[config.mk]
export PLATFORM = sky130hd
export DESIGN_NAME = lfs_trap
export DESIGN_NICKNAME = d
export VERILOG_FILES = /design/src/include/lfs_pkg.sv /design/src/logic/lfs_state_mem.sv /design/src/logic/lfs_trap.sv
export SDC_FILE = /design/constraint.sdc
export NUM_CORES = 1
export LEC_CHECK = 0
export ABC_AREA = 1
export CORE_ASPECT_RATIO = 1.2
export CORE_MARGIN = 2
export CORE_UTILIZATION = 50
export CTS_BUF_LIST = sky130_fd_sc_hd__clkbuf_16
export DETAILED_ROUTE_END_ITERATION = 16
export DONT_BUFFER_PORTS = 1
export GPL_TIMING_DRIVEN = 0
export HOLD_SLACK_MARGIN = 0.12
export PLACE_DENSITY = 0.68
export SYNTH_ARGS = -nofsm -noshare
export SYNTH_HDL_FRONTEND = slang
export SYNTH_SLANG_ARGS = --single-unit
[constraint.sdc]
create_clock -name ref_clk -period 6.7 [get_ports ref_clk]
set_clock_uncertainty 0.15 [all_clocks]
set_input_delay 0.335 -clock ref_clk [delete_from_list [all_inputs] [get_ports ref_clk]]
set_output_delay 0.335 -clock ref_clk [all_outputs]
set_load 0.005 [all_outputs]
[src/include/lfs_pkg.sv]
// package for the lazy guarded-state switch trap: control flag positions, instruction
// classes, fault codes and the carriers between decode, trap logic and the state engine.
// assumes one core clock and a synchronous active-high reset.
package lfs_pkg;
    localparam int CTRL_W = 32;
    localparam int EM_BIT = 2;
    localparam int TS_BIT = 3;
    localparam logic [CTRL_W-1:0] CTRL_RESET = 32'h0000_0000;
    localparam int TASK_W = 8;
    localparam int STATE_WORDS = 8;
    localparam int WORD_W = 32;
    localparam int AREA_W = 3;
    localparam logic [AREA_W-1:0] AREA_LAST = 3'h7;

    typedef enum logic [2:0] {
        LFS_OP_OTHER = 3'b000,
        LFS_OP_FP = 3'b001,
        LFS_OP_VEC = 3'b010,
        LFS_OP_MOV_CTRL = 3'b011,
        LFS_OP_CLEAR_TS = 3'b100,
        LFS_OP_SAVE = 3'b101,
        LFS_OP_RESTORE = 3'b110,
        LFS_OP_TASK_SWITCH = 3'b111
    } lfs_op_type;

    typedef enum logic [1:0] {
        LFS_FAULT_NONE = 2'b00,
        LFS_FAULT_DEV_UNAVAIL = 2'b01,
        LFS_FAULT_INV_OPCODE = 2'b10
    } lfs_fault_type;

    typedef struct packed {
        logic valid;
        lfs_op_type op;
        logic privileged;
        logic [CTRL_W-1:0] data;
    } lfs_instr_type;

    typedef struct packed {
        logic valid;
        lfs_fault_type fault;
        logic retire;
    } lfs_result_type;

    typedef struct packed {
        logic req;
        logic store;
        logic [AREA_W-1:0] index;
        logic [WORD_W-1:0] wdata;
    } lfs_mem_type;
endpackage : lfs_pkg

[src/logic/lfs_state_mem.sv]
// guarded register file: a small word memory holding the floating-point and vector state.
// assumes one port used by the trap unit; read data is registered.
module lfs_state_mem
    import lfs_pkg::*;
(
    input wire logic ref_clk, // core clock
    input wire logic rst, // synchronous reset
    input wire logic we, // write strobe
    input wire logic [AREA_W-1:0] addr, // word index
    input wire logic [WORD_W-1:0] wdata, // write word
    output logic [WORD_W-1:0] rdata // registered read word
);
    logic [WORD_W-1:0] mem [STATE_WORDS];

    always_ff @(posedge ref_clk) begin
        if (we) begin
            mem[addr] <= wdata;
        end
    end

    always_ff @(posedge ref_clk) begin
        if (rst) begin
            rdata <= '0;
        end else begin
            rdata <= mem[addr];
        end
    end
endmodule : lfs_state_mem

[src/logic/lfs_trap.sv]
// Overview of operation
// RL1: while the switched flag is set, a decoded guarded-state instruction faults before it executes.
// RL2: with the switched flag at 1, any access to the guarded registers gives the unavailable fault, except a vector instruction with the emulation flag set.
// RL3: an instruction that does not use the guarded state never gives the unavailable fault.
// RL4: a native hardware task switch sets the switched flag.
// RL5: a privileged move to the control register sets or clears the switched flag as written.
// RL6: a dedicated instruction clears only the switched flag; the handler runs it before swapping.
// RL7: the full save and restore instructions move the whole guarded state to or from memory.
// RL8: the software switcher writes the flag as 1 for a non-owner task and 0 for the owner.
// RL9: software keeps one save area per task and a record of the state owner.
// RL10: the handler clears the flag, then saves, restores and records the owner, in that order.
// RL11: a guarded vector instruction with the emulation flag set gives the invalid-opcode fault.
// RL12: the unavailable fault is precise: the instruction has no effect and re-executes later.
// file holds the trap unit: control register, fault decision and full state transfer engine.
// assumes decode presents one instruction at a time and waits for a result before the next.
module lfs_trap
    import lfs_pkg::*;
(
    input wire logic ref_clk, // core clock
    input wire logic rst, // synchronous reset, active high
    input wire lfs_instr_type instr, // decoded instruction
    input wire logic [WORD_W-1:0] mem_rdata, // save image word from memory
    output lfs_result_type result, // retire or fault answer
    output logic [CTRL_W-1:0] system_control_reg, // control register value
    output lfs_mem_type mem_port, // save image access
    output logic busy // transfer in progress
);
    typedef enum logic [1:0] {
        ST_IDLE = 2'b00,
        ST_SAVE = 2'b01,
        ST_RESTORE = 2'b10,
        ST_LAST = 2'b11
    } lfs_state_type;

    lfs_state_type state;
    logic [AREA_W-1:0] index;
    logic task_switched_flag;
    logic emulation_flag;
    logic guarded;
    logic exec_ok;
    logic idle;
    logic ld_pend;
    logic [AREA_W-1:0] ld_idx;
    logic rf_we;
    logic [AREA_W-1:0] rf_addr;
    logic [WORD_W-1:0] rf_rdata;
    lfs_fault_type fault;

    assign task_switched_flag = system_control_reg[TS_BIT];
    assign emulation_flag = system_control_reg[EM_BIT];
    // only these classes touch the guarded registers
    assign guarded = instr.op inside {LFS_OP_FP, LFS_OP_VEC, LFS_OP_SAVE, LFS_OP_RESTORE}; // see RL3

    always_comb begin
        if (instr.op == LFS_OP_VEC && emulation_flag) begin
            fault = LFS_FAULT_INV_OPCODE; // see RL11
        end else if (guarded && task_switched_flag) begin
            fault = LFS_FAULT_DEV_UNAVAIL; // see RL1 see RL2
        end else begin
            fault = LFS_FAULT_NONE;
        end
    end

    // the last restore word lands after the answer, so hold off a new op that cycle
    assign idle = state == ST_IDLE && !ld_pend;
    // a faulting instruction must not reach any state update
    assign exec_ok = instr.valid && idle && fault == LFS_FAULT_NONE; // see RL12

    always_ff @(posedge ref_clk) begin
        if (rst) begin
            system_control_reg <= CTRL_RESET;
        end else if (exec_ok) begin
            unique case (instr.op)
                LFS_OP_TASK_SWITCH: system_control_reg[TS_BIT] <= 1'b1; // see RL4
                LFS_OP_CLEAR_TS: begin
                    if (instr.privileged) begin
                        system_control_reg[TS_BIT] <= 1'b0; // see RL6
                    end
                end
                LFS_OP_MOV_CTRL: begin
                    if (instr.privileged) begin
                        system_control_reg <= instr.data; // see RL5
                    end
                end
                default: begin
                end
            endcase
        end
    end

    // full transfer walks every word; memory side issues one word per cycle
    always_ff @(posedge ref_clk) begin
        if (rst) begin
            state <= ST_IDLE;
            index <= '0;
        end else begin
            unique case (state)
                ST_IDLE: begin
                    index <= '0;
                    if (exec_ok && instr.op == LFS_OP_SAVE) begin
                        state <= ST_SAVE; // see RL7
                    end else if (exec_ok && instr.op == LFS_OP_RESTORE) begin
                        state <= ST_RESTORE; // see RL7
                    end
                end
                ST_SAVE, ST_RESTORE: begin
                    index <= index + 3'h1;
                    if (index == AREA_LAST) begin
                        state <= ST_LAST;
                    end
                end
                ST_LAST: state <= ST_IDLE;
            endcase
        end
    end

    // save reads one word ahead, since register file data is registered;
    // restore writes while the load answer stands, one cycle after the request
    assign rf_we = ld_pend; // see RL7
    assign rf_addr = ld_pend ? ld_idx : (state == ST_SAVE ? index + 3'h1 : 3'h0); // see RL7

    lfs_state_mem u_regs (
        .ref_clk(ref_clk),
        .rst(rst),
        .we(rf_we),
        .addr(rf_addr),
        .wdata(mem_rdata),
        .rdata(rf_rdata)
    );

    always_ff @(posedge ref_clk) begin
        if (rst) begin
            mem_port <= '0;
        end else begin
            mem_port.req <= state == ST_SAVE || state == ST_RESTORE;
            mem_port.store <= state == ST_SAVE;
            mem_port.index <= index; // see RL7
            mem_port.wdata <= state == ST_SAVE ? rf_rdata : '0; // see RL7
        end
    end

    // marks the cycle in which a load answer stands on mem_rdata
    always_ff @(posedge ref_clk) begin
        if (rst) begin
            ld_pend <= 1'b0;
            ld_idx <= '0;
        end else begin
            ld_pend <= mem_port.req && !mem_port.store; // see RL7
            ld_idx <= mem_port.index;
        end
    end

    always_ff @(posedge ref_clk) begin
        if (rst) begin
            result <= '0;
        end else begin
            result.valid <= instr.valid && idle && !(exec_ok && instr.op inside {LFS_OP_SAVE,
                LFS_OP_RESTORE}) || state == ST_LAST;
            result.fault <= idle && instr.valid ? fault : LFS_FAULT_NONE;
            result.retire <= exec_ok && !(instr.op inside {LFS_OP_SAVE, LFS_OP_RESTORE}) || state == ST_LAST;
        end
    end

    always_ff @(posedge ref_clk) begin
        if (rst) begin
            busy <= 1'b0;
        end else begin
            busy <= state != ST_IDLE && state != ST_LAST || exec_ok && instr.op inside {LFS_OP_SAVE,
                LFS_OP_RESTORE};
        end
    end

    AST_FAULT_ON_TS: assert property (@(posedge ref_clk) disable iff (rst) // see RL1
        instr.valid && idle && task_switched_flag && instr.op == LFS_OP_FP
        |=> result.valid && result.fault == LFS_FAULT_DEV_UNAVAIL && !result.retire)
        else $error("guarded op with flag set did not fault");
    AST_VEC_FAULT: assert property (@(posedge ref_clk) disable iff (rst) // see RL2
        instr.valid && idle && task_switched_flag && !emulation_flag && instr.op == LFS_OP_VEC
        |=> result.fault == LFS_FAULT_DEV_UNAVAIL)
        else $error("vector access with flag set did not fault");
    AST_NO_SPURIOUS: assert property (@(posedge ref_clk) disable iff (rst) // see RL3
        instr.valid && idle && !guarded |=> result.fault != LFS_FAULT_DEV_UNAVAIL)
        else $error("unavailable fault on unguarded op");
    AST_HW_SWITCH: assert property (@(posedge ref_clk) disable iff (rst) // see RL4
        exec_ok && instr.op == LFS_OP_TASK_SWITCH |=> system_control_reg[TS_BIT])
        else $error("task switch left flag clear");
    AST_MOV_WRITE: assert property (@(posedge ref_clk) disable iff (rst) // see RL5
        exec_ok && instr.op == LFS_OP_MOV_CTRL && instr.privileged |=> system_control_reg == $past(instr.data))
        else $error("control move not stored");
    AST_UNPRIV_MOV: assert property (@(posedge ref_clk) disable iff (rst) // see RL5
        exec_ok && instr.op inside {LFS_OP_MOV_CTRL, LFS_OP_CLEAR_TS} && !instr.privileged
        |=> $stable(system_control_reg))
        else $error("unprivileged control write took effect");
    AST_CLEAR_ONLY: assert property (@(posedge ref_clk) disable iff (rst) // see RL6
        exec_ok && instr.op == LFS_OP_CLEAR_TS && instr.privileged
        |=> system_control_reg == ($past(system_control_reg) & ~(32'h1 << TS_BIT)))
        else $error("flag clear disturbed other bits");
    AST_FULL_XFER: assert property (@(posedge ref_clk) disable iff (rst) // see RL7
        exec_ok && instr.op == LFS_OP_SAVE |=> busy [*8] ##1 busy ##1 result.valid && result.retire)
        else $error("save did not take eight words");
    AST_SAVE_ORDER: assert property (@(posedge ref_clk) disable iff (rst) // see RL7
        state == ST_SAVE |=> mem_port.req && mem_port.store && mem_port.index == $past(index))
        else $error("save word out of order");
    AST_LOAD_ORDER: assert property (@(posedge ref_clk) disable iff (rst) // see RL7
        state == ST_RESTORE |=> mem_port.req && !mem_port.store && mem_port.index == $past(index))
        else $error("restore word out of order");
    AST_LOAD_LANDS: assert property (@(posedge ref_clk) disable iff (rst) // see RL7
        mem_port.req && !mem_port.store |=> rf_we && rf_addr == $past(mem_port.index))
        else $error("restore word not written back");
    AST_EMUL_UD: assert property (@(posedge ref_clk) disable iff (rst) // see RL11
        instr.valid && idle && emulation_flag && instr.op == LFS_OP_VEC
        |=> result.fault == LFS_FAULT_INV_OPCODE)
        else $error("vector op with emulation flag not invalid");
    AST_PRECISE: assert property (@(posedge ref_clk) disable iff (rst) // see RL12
        instr.valid && idle && fault != LFS_FAULT_NONE |=> $stable(system_control_reg) && !busy)
        else $error("faulting op changed state");

    COV_NM: cover property (@(posedge ref_clk) result.fault == LFS_FAULT_DEV_UNAVAIL);
    COV_UD: cover property (@(posedge ref_clk) result.fault == LFS_FAULT_INV_OPCODE);
    COV_SAVE: cover property (@(posedge ref_clk) state == ST_SAVE ##8 state == ST_LAST);
    COV_RESTORE: cover property (@(posedge ref_clk) state == ST_RESTORE ##8 state == ST_LAST);
endmodule : lfs_trap

# Word-level counts from Yosys, hierarchy flattened
# Memories as Yosys holds them, arrays and structs flattened. A register that Yosys moved wholly into a read port is not among the register bits.
# Index checks and enable logic that the tools add are counted.
# word_totals
reg_bits,83
latchBits,0
mem_bits_rw,256
mem_bits_ro,0
elab_cells,81
n_memories,1
# mem_list
memory,words,word_bits,read_ports,rd_ports_with_merged_regs,wr,line_no,source
u_regs.mem,8,32,1,1,1,lfs_state_mem.sv:13,logic [WORD_W-1:0] mem [STATE_WORDS];
# classes
addsub,1
mul,0
n_div,0
magnitude_cmp,0
eq_ne,16
n_shift,0
mux,14
n_bitwise,2
reduce_logical,33
# ops
op,n
3-bit == test (second input constant),5
1-bit logical AND,12
2-bit 2-to-1 mux,4
2-bit inequality test (second input constant),4
3-bit by 2-bit == test with 1-bit output (second input constant),2
3-bit 2-to-1 mux,2
2-bit one-hot mux with 3 select lines,1
3-bit one-hot mux with 2 select lines,1
2-bit nonzero test,3
2-bit OR reduction,3
2-bit == test (second input constant),2
1-bit logical NOT,4
2-bit logical NOT,2
1-bit logical OR,4
1-bit 2-to-1 mux,4
4-bit 2-to-1 mux,1
4-bit AND reduction,1
4-bit nonzero test,1
3-bit by 1-bit adder with 3-bit output (second input constant),1
3-bit by 1-bit == test with 1-bit output (second input constant),1
3-bit by 1-bit inequality test with 1-bit output (second input constant),1
1-bit one-hot mux with 3 select lines,1
3-bit AND reduction,1
3-bit nonzero test,1
3 further kinds,4

# Longest topological paths before layout
# Gate-level depths: netlist of run 1.
# depth
depth_word,11
depth_mapped,11
depth_no_buf,11

# Cells and area by module
# From an unflattened synthesis of run 1, not the netlist that was laid out.
# unflattened
hier_cells,1473
hier_area_um2,14615.3
# modules_own_cells
mod,n_inst,cells_per_inst,area_per_inst_um2,seq_area_each_um2
lfs_state_mem,1,1120,11678.7,8328.0
lfs_trap,1,353,2936.6,1661.6

# Worst setup path before layout of run 1
# Ideal clock, no wire load.
# synth_timing
path_kind,register -> register
startpoint,reg index[0]
endpoint,"mem u_regs.mem[0][0], enable pin"
setup_ns,0.421
t_arrival_ns,2.757
setup_slack_ns,3.372
path_stages_with_launch,9
path_buffers,1
period_less_slack_ns,3.328
path_cell_list,dfxtp_1 > ha_1 > ha_1 > nand3_1 > nand2_1 > nor2_2 > buf_2 > inv_1 > nor2_1
# synth_between
elab_chain_len,3
# synth_rtl
element,line_no,source
from (decl),lfs_trap.sv:36,logic [AREA_W-1:0] index;
from (signal assigned),lfs_trap.sv:107,index <= index + 3'h1;
3-bit by 1-bit adder with 3-bit output,lfs_trap.sv:120,assign rf_addr = ld_pend ? ld_idx : (state == ST_SAVE ? index + 3'h1 : 3'h0);
3-bit 2-to-1 mux (2 in a row),lfs_trap.sv:120,
to (decl),lfs_state_mem.sv:13,
# Every way passes these cells.

# Worst setup path in the final report of run 1
# layout_timing
startpoint,reg index[0]
endpoint,"mem u_regs.mem[3][16], enable pin"
# The elaborated chain is that of the path after synthesis.

==> flow_summary.ini, run 1 <==
[setup_path]
crit_path_top_delay_cell = nor2_4
worstPathMaxFanout = 18
path_cells = ha_1 -> ha_1 -> nand3_1 -> nand2_1 -> nor2_2 -> buf_2 -> inv_1 -> nor2_4 -> buf_16
cp_data_arrival_time_ps = 3230
crit_family = simple AND/OR/NAND/NOR gates
path_common_cell = ha_1
cp-end-kind = register
startpoint_type = register
path_buf_inv = 3
critPathKind = reg -> reg
required_ps = 6770
max_stage_delay_ps = 560

[run]
drv_cap = 0

[clocking]
htree_levels = 2
ctsRootBufferMaster = clkbuf_16
cts.sinks = 371
post_cts.repair.setup_buffers = 0
path_clk_slew_ps = 60
clock_path_buffers = 3
numCtsBuffers = 36
clk_latency_ps = 520
ctsResizeCount = 0
cts_tree = yes

[detailed_routing]
via_count = 10126
route.top_layer_used = met4
drtIter0Drc = 794
dr.pass1.iters = 5
via_per_inst = 5.10
wl_met2_um = 17900
routed_wl_um = 35600
wire_per_inst_um = 17.9
ant_nets = 0
wl_met3_um = 2790
drt-met1-wl_um = 13700
drc = 0

[final_layout]
nNetsFinal = 1647
top_register = u_regs.mem
reg.largest.list = u_regs.mem: 256 flops, mem_port: 37 flops
final_cells = 1985
largest_register_ffs = 256
num-fill-cells = 2316
final_cell_area_um2 = 17700
final_layout_size_suffix_gt1_share_pct = 8.53
syn2layout_area_growth_pct = 19.1

[pwr]
power_mw = 5.31
p_leak_nw = 7.39
ir_worst_vdd_v = 0.000201
power_density_nw_per_um2 = 300

[sta]
setup_violations = 0
timing.final.hold_violations = 0
relSlewSlack_pct = 46.5
rsz0062_at_grt = false
finalCritPeriodShare_pct = 47.2
period_needed_ps = 3160
fin_setup_tns_ps = 0
finalMaxSlewViolations = 0
worstMarginPinSlew_ps = 803
timing.fmax_mhz = 316

[synthesis]
synth_warnings = 0
synthArstFlopShare_pct = 0
netlist_top_cells_area = edfxtp_1 52%, dfxtp_1 15%, nand2_1 7.1%, nand3b_1 6.5%, inv_1 5.4%
syn_inst = 1423
synth_area_per_cell_um2 = 10.4
synth-seq-cells = 371
netlist_area_um2 = 14900
synth_top_area_share_pct = 51.7
ys_seq_area_share_pct = 67.2
synth_cell_types = 26
synth_nets = 1504
yosys_most_used_dff = edfxtp_1
synth_edf_count = 256
yosysTopAreaCell = edfxtp_1

[status]
outcome = finished, final reports clean

[floorplan]
io_pins = 145
rows = 69
chipHeight_um = 193
dieWidth_um = 161
core_area_um2 = 29400
start_util_pct = 50.5
die_area_um2 = 31100

[place]
dp_cells = 1821
place_congestion = 0.782
place_area_um2 = 15600
portBuffers = 0
place_hpwl_um = 22100

[grt]
grt_usage_pct = 22.8
grt_max_degree = 25
grt_pass1_wl_um = 53900
antenna_found_initial = 1
overflow = 0
grt_pass1_vias = 10037

[min_path]
hold_path.class = in -> reg
==> cell usage after synthesis, types with 2 or more instances <==
cell type,instances
a211oi_1,3
a21oi_1,7
buf_1,3
buf_2,49
buf_4,2
buf_6,4
clkbuf_1,15
dfxtp_1,115
edfxtp_1,256
ha_1,10
inv_1,212
nand2_1,283
nand3_1,133
nand3_2,2
nand3b_1,128
nor2_1,185
nor2_2,3
nor3_1,2
o21ai_0,3
or2_2,2
==> path summary, 6_finish.rpt <==
check	cells past startpoint	to	slack, ps	startpoint
worst max register to register	9	u_regs.mem[3][16]$_DFFE_PP_	3540	index[0]$_SDFFE_PP0P_
worst min register to register	2	mem_port[15]$_SDFF_PP0_	250	u_regs.rdata[15]$_SDFF_PP0_
worst min-delay path	2	busy$_SDFF_PP0_	130	rst
worst max-delay path	9	u_regs.mem[3][16]$_DFFE_PP_	3540	index[0]$_SDFFE_PP0P_
==> per-stage QoR <==
stage	hold slack, ps	utilization (%)	setup WS, ps
2_1_floorplan	244	-	3370
6_report	127	60.1	3540
4_1_cts	124	60.1	3560
3_5_place_dp	250	52.9	3580
5_1_grt	167	60.1	3390
3_3_place_gp	245	52.1	1700
==> worst reg2reg max path, stage by stage, from the launching register on <==
cell,delay [ps]
dfxtp_1,320
ha_1,200
ha_1,310
nand3_1,100
nand2_1,110
nor2_2,310
buf_2,350
inv_1,190
nor2_4,560
buf_16,250
==> placed cells by master, fill, tap and decap left out <==
| cell | synthesis | routed |
|---|---|---|
| nor2_1 | 185 | 177 |
| clkinv_1 | 0 | 6 |
| nand3_2 | 2 | 2 |
| a211oi_1 | 3 | 3 |
| buf_6 | 4 | 4 |
| clkbuf_1 | 15 | 15 |
| buf_16 | 0 | 2 |
| nor2_2 | 3 | 3 |
| inv_2 | 1 | 5 |
| nand3_1 | 133 | 133 |
| nor2_4 | 0 | 8 |
| inv_6 | 0 | 2 |
| diode_2 | 0 | 1 |
| nor3_4 | 1 | 1 |
| or2_2 | 2 | 2 |
| a21oi_1 | 7 | 7 |
| inv_4 | 1 | 1 |
| buf_4 | 2 | 2 |
| ha_1 | 10 | 10 |
| o21ai_0 | 3 | 3 |
| nand2_2 | 1 | 1 |
| clkbuf_16 | 0 | 40 |
| o21a_1 | 1 | 1 |
| nand3_4 | 1 | 1 |
| inv_1 | 212 | 219 |
| dlygate4sd3_1 | 0 | 97 |
| clkinv_2 | 0 | 5 |
| buf_1 | 3 | 3 |
| bufinv_16 | 0 | 1 |
| nor3_1 | 2 | 2 |
| buf_2 | 49 | 49 |
| dfxtp_1 | 115 | 115 |
| nand3b_1 | 128 | 128 |
| clkinv_4 | 0 | 1 |
| buf_12 | 0 | 6 |
| nand2_1 | 283 | 283 |
| edfxtp_1 | 256 | 256 |
==> cells by family (layout without fill, tap and decap cells) <==
family,count (synthesis),after routing,synth area share (%)
simple gates,741,741,23.5
buf+inv,287,458,7.93
compound gates,14,14,0.539
other cells,0,1,0
fa+ha+maj,10,10,0.842
flops,371,371,67.2
==> layer usage <==
| metal | vias up | track usage (%) |
|---|---|---|
| li1 | 4881 | - |
| met1 | 4769 | 26.5 |
| met2 | 398 | 41.6 |
| met3 | 78 | 4.51 |
| met4 | 0 | 9.00 |
| met5 | - | 0 |
==> final cells by class <==
| cell class | count | area [µm²] | share of cell area, % |
|---|---|---|---|
| tap | 390 | 488 | 2.76 |
| sequential | 371 | 9990 | 56.4 |
| timing repair buffer | 105 | 1150 | 6.47 |
| inverter | 214 | 806 | 4.55 |
| multi-input combinational | 765 | 3750 | 21.2 |
| clock buffer | 40 | 1000 | 5.65 |
| antenna | 1 | 2.50 | 0.0141 |
| buffer | 73 | 373 | 2.11 |
| clock inverter | 26 | 145 | 0.820 |
==> where the power goes <==
part           total, mW  internal [mW]  switching, mW  leakage [nW]
Combinational      0.745          0.246          0.499          3.54
Sequential          2.62           2.57         0.0478          3.24
Clock               1.94           1.11          0.827         0.603
==> timing repair <==
action                     CTS  global route
hold endpoints to repair   295             0
setup endpoints to repair    0             0
hold buffers                97             0
(Power assumes the default switching activity.)
==> run 2: changes to the inputs <==
- clock period: 6.7 -> 3.2 ns (I/O delays scaled with it)
==> flow_summary.ini, run 2 (synthesized netlist as in run 1, its figures left out) <==
[clocking]
clock_path_buffers = 3
htree_levels = 2
path_clk_slew_ps = 60
clk_latency_ps = 530
cts.sinks = 371
cts_tree = yes
ctsRootBufferMaster = clkbuf_16
numCtsBuffers = 37

[floorplan]
core_area_um2 = 29400
chipHeight_um = 193
rows = 69
die_area_um2 = 31100
start_util_pct = 50.5
io_pins = 145
dieWidth_um = 161

[setup_path]
r2r_end = system_control_reg[12]$_SDFFE_PP0P_
crit_cells = 10
reg2reg_depth = 10
ff2ff_setup_slack_ps = 100
required_ps = 3470
crit_path_top_delay_cell = dlygate4sd3_1
r2r_start = state[1]$_SDFFE_PP0P_
endpoint = system_control_reg[12]$_SDFFE_PP0P_
max_stage_delay_ps = 600
critPathLaunch = state[1]$_SDFFE_PP0P_
worstPathMaxFanout = 10
cp_data_arrival_time_ps = 3360
critPathKind = reg -> reg
cp-end-kind = register
path_buf_inv = 4
path_cells = inv_1 -> ha_2 -> nand3_2 -> nor3_4 -> nand3_4 -> buf_2 -> nor2_1 -> dlygate4sd3_1 -> nor2_1 -> dlygate4sd3_1
crit_family = buffers and inverters
startpoint_type = register

[pwr]
power_density_nw_per_um2 = 623
p_int_mw = 8.48
p_leak_nw = 7.78
pwr-share-comb_pct = 14.0
p_seq_share_pct = 48.0
switchingPower_mw = 2.96
p_clk_share_pct = 38.0
ir_worst_vdd_v = 0.000311
switching_share_pct = 25.9
power_mw = 11.4

[sta]
hold-worst-slack_ps = 222
timing.fmax_mhz = 323
period_needed_ps = 3100
setup_slack_ps = 104
relSlewSlack_pct = 26.0
finalCritPeriodShare_pct = 96.8
setup_violations = 0
finalMaxSlewViolations = 0
timing.final.hold_violations = 0
fin_setup_tns_ps = 0
worstMarginPinSlew_ps = 1110

[place]
place_congestion = 0.792
pre_cts_ws_ps = -48.6
dp_cells = 1821
portBuffers = 0
place_area_um2 = 15600
place_hpwl_um = 21900

[detailed_routing]
drtIter0Drc = 1041
dr.pass1.iters = 6
drc = 0
via_per_inst = 5.08
wire_per_inst_um = 18.1
via_count = 10365
ant_nets = 0
routed_wl_um = 36800

[final_layout]
syn2layout_area_growth_pct = 23.7
fin_util_pct = 62.4
nNetsFinal = 1700
final_cell_mix = 283 x nand2_1, 256 x edfxtp_1, 219 x inv_1
reg.largest.list = u_regs.mem: 256 flops, mem_port: 37 flops
top_register = u_regs.mem
final_cells = 2039
largest_register_ffs = 256
layout_commonest_cell = nand2_1
final_cell_area_um2 = 18400
final_layout_size_suffix_gt1_share_pct = 9.29

[grt]
grt_use_met1_pct = 28.3
grt_usage_pct = 23.6
antenna_found_initial = 2
grt_pass1_vias = 10267
grt.met2_usage_pct = 41.6
grt_pass1_wl_um = 55700
overflow = 0
met3_usage_pct = 4.99
grt_max_degree = 22
gr-max-usage-layer = met2

[min_path]
hold_path.class = in -> reg
whs_path_depth = 7

[run]
drv_cap = 0

[status]
outcome = finished, final reports clean
==> run 2: changes by cell type in the layout (fill, tap and decap cells not counted), sizes merged, moves of 2 or more <==
cell	previous run	this run
buf	66	77
clkbuf	55	57
clkinv	12	8
clkinvlp	0	3
dlygate4sd3	97	137
==> run 2: final cells by class <==
class / instances / area, µm²
fill: 2209 / 11100
sequential: 371 / 9990
multi-input combinational: 765 / 3750
timing repair buffer: 157 / 1720
clock buffer: 42 / 1050
inverter: 214 / 806
tap: 390 / 488
buffer: 73 / 375
clock inverter: 25 / 188
antenna: 2 / 5.00
==> run 2: how the worst min path moves through the flow <==
stage | startpoint | to | slack, ps
3_3_place_gp | instr[35] | result[2]$_SDFF_PP0_ | 90
4_1_cts | instr[34] | busy$_SDFF_PP0_ | 140
6_report | instr[34] | busy$_SDFF_PP0_ | 220
3_5_place_dp | instr[35] | result[2]$_SDFF_PP0_ | 90
5_1_grt | instr[34] | busy$_SDFF_PP0_ | 260
2_1_floorplan | instr[35] | result[2]$_SDFF_PP0_ | 90
==> run 2: tightest hold or removal path, cell delays in order <==
cell	delay [ps]
inv_1	60
ha_1	130
nand2_1	90
inv_1	130
nor2_1	80
nand2_1	110
a21oi_1	90
==> run 2: timing repair <==
action / 4_1_cts / 5_1_grt
hold buffers: 138 / 0
setup buffers: 4 / 7
hold endpoints to repair: 298 / 0
pin swaps: 3 / 4
setup endpoints to repair: 50 / 63
gates resized for setup: 0 / 4
==> run 2: power groups by stage <==
stage	Clock (mW)	Combinational, mW	Sequential [mW]
global placement	0	1.35	5.60
CTS	4.40	1.57	5.49
detailed placement	0	1.41	5.60
global route	4.59	1.79	5.52
floorplan	0	0.975	5.57
finish	4.34	1.60	5.49
==> run 2: layer usage <==
layer / share of wire (%) / routed length, µm / up-vias
li1: - / - / 4974
met1: 39 / 14500 / 4879
met2: 49 / 18100 / 432
met3: 7.9 / 2910 / 80
met4: 3.5 / 1300 / 0
met5: 0 / 0 / -
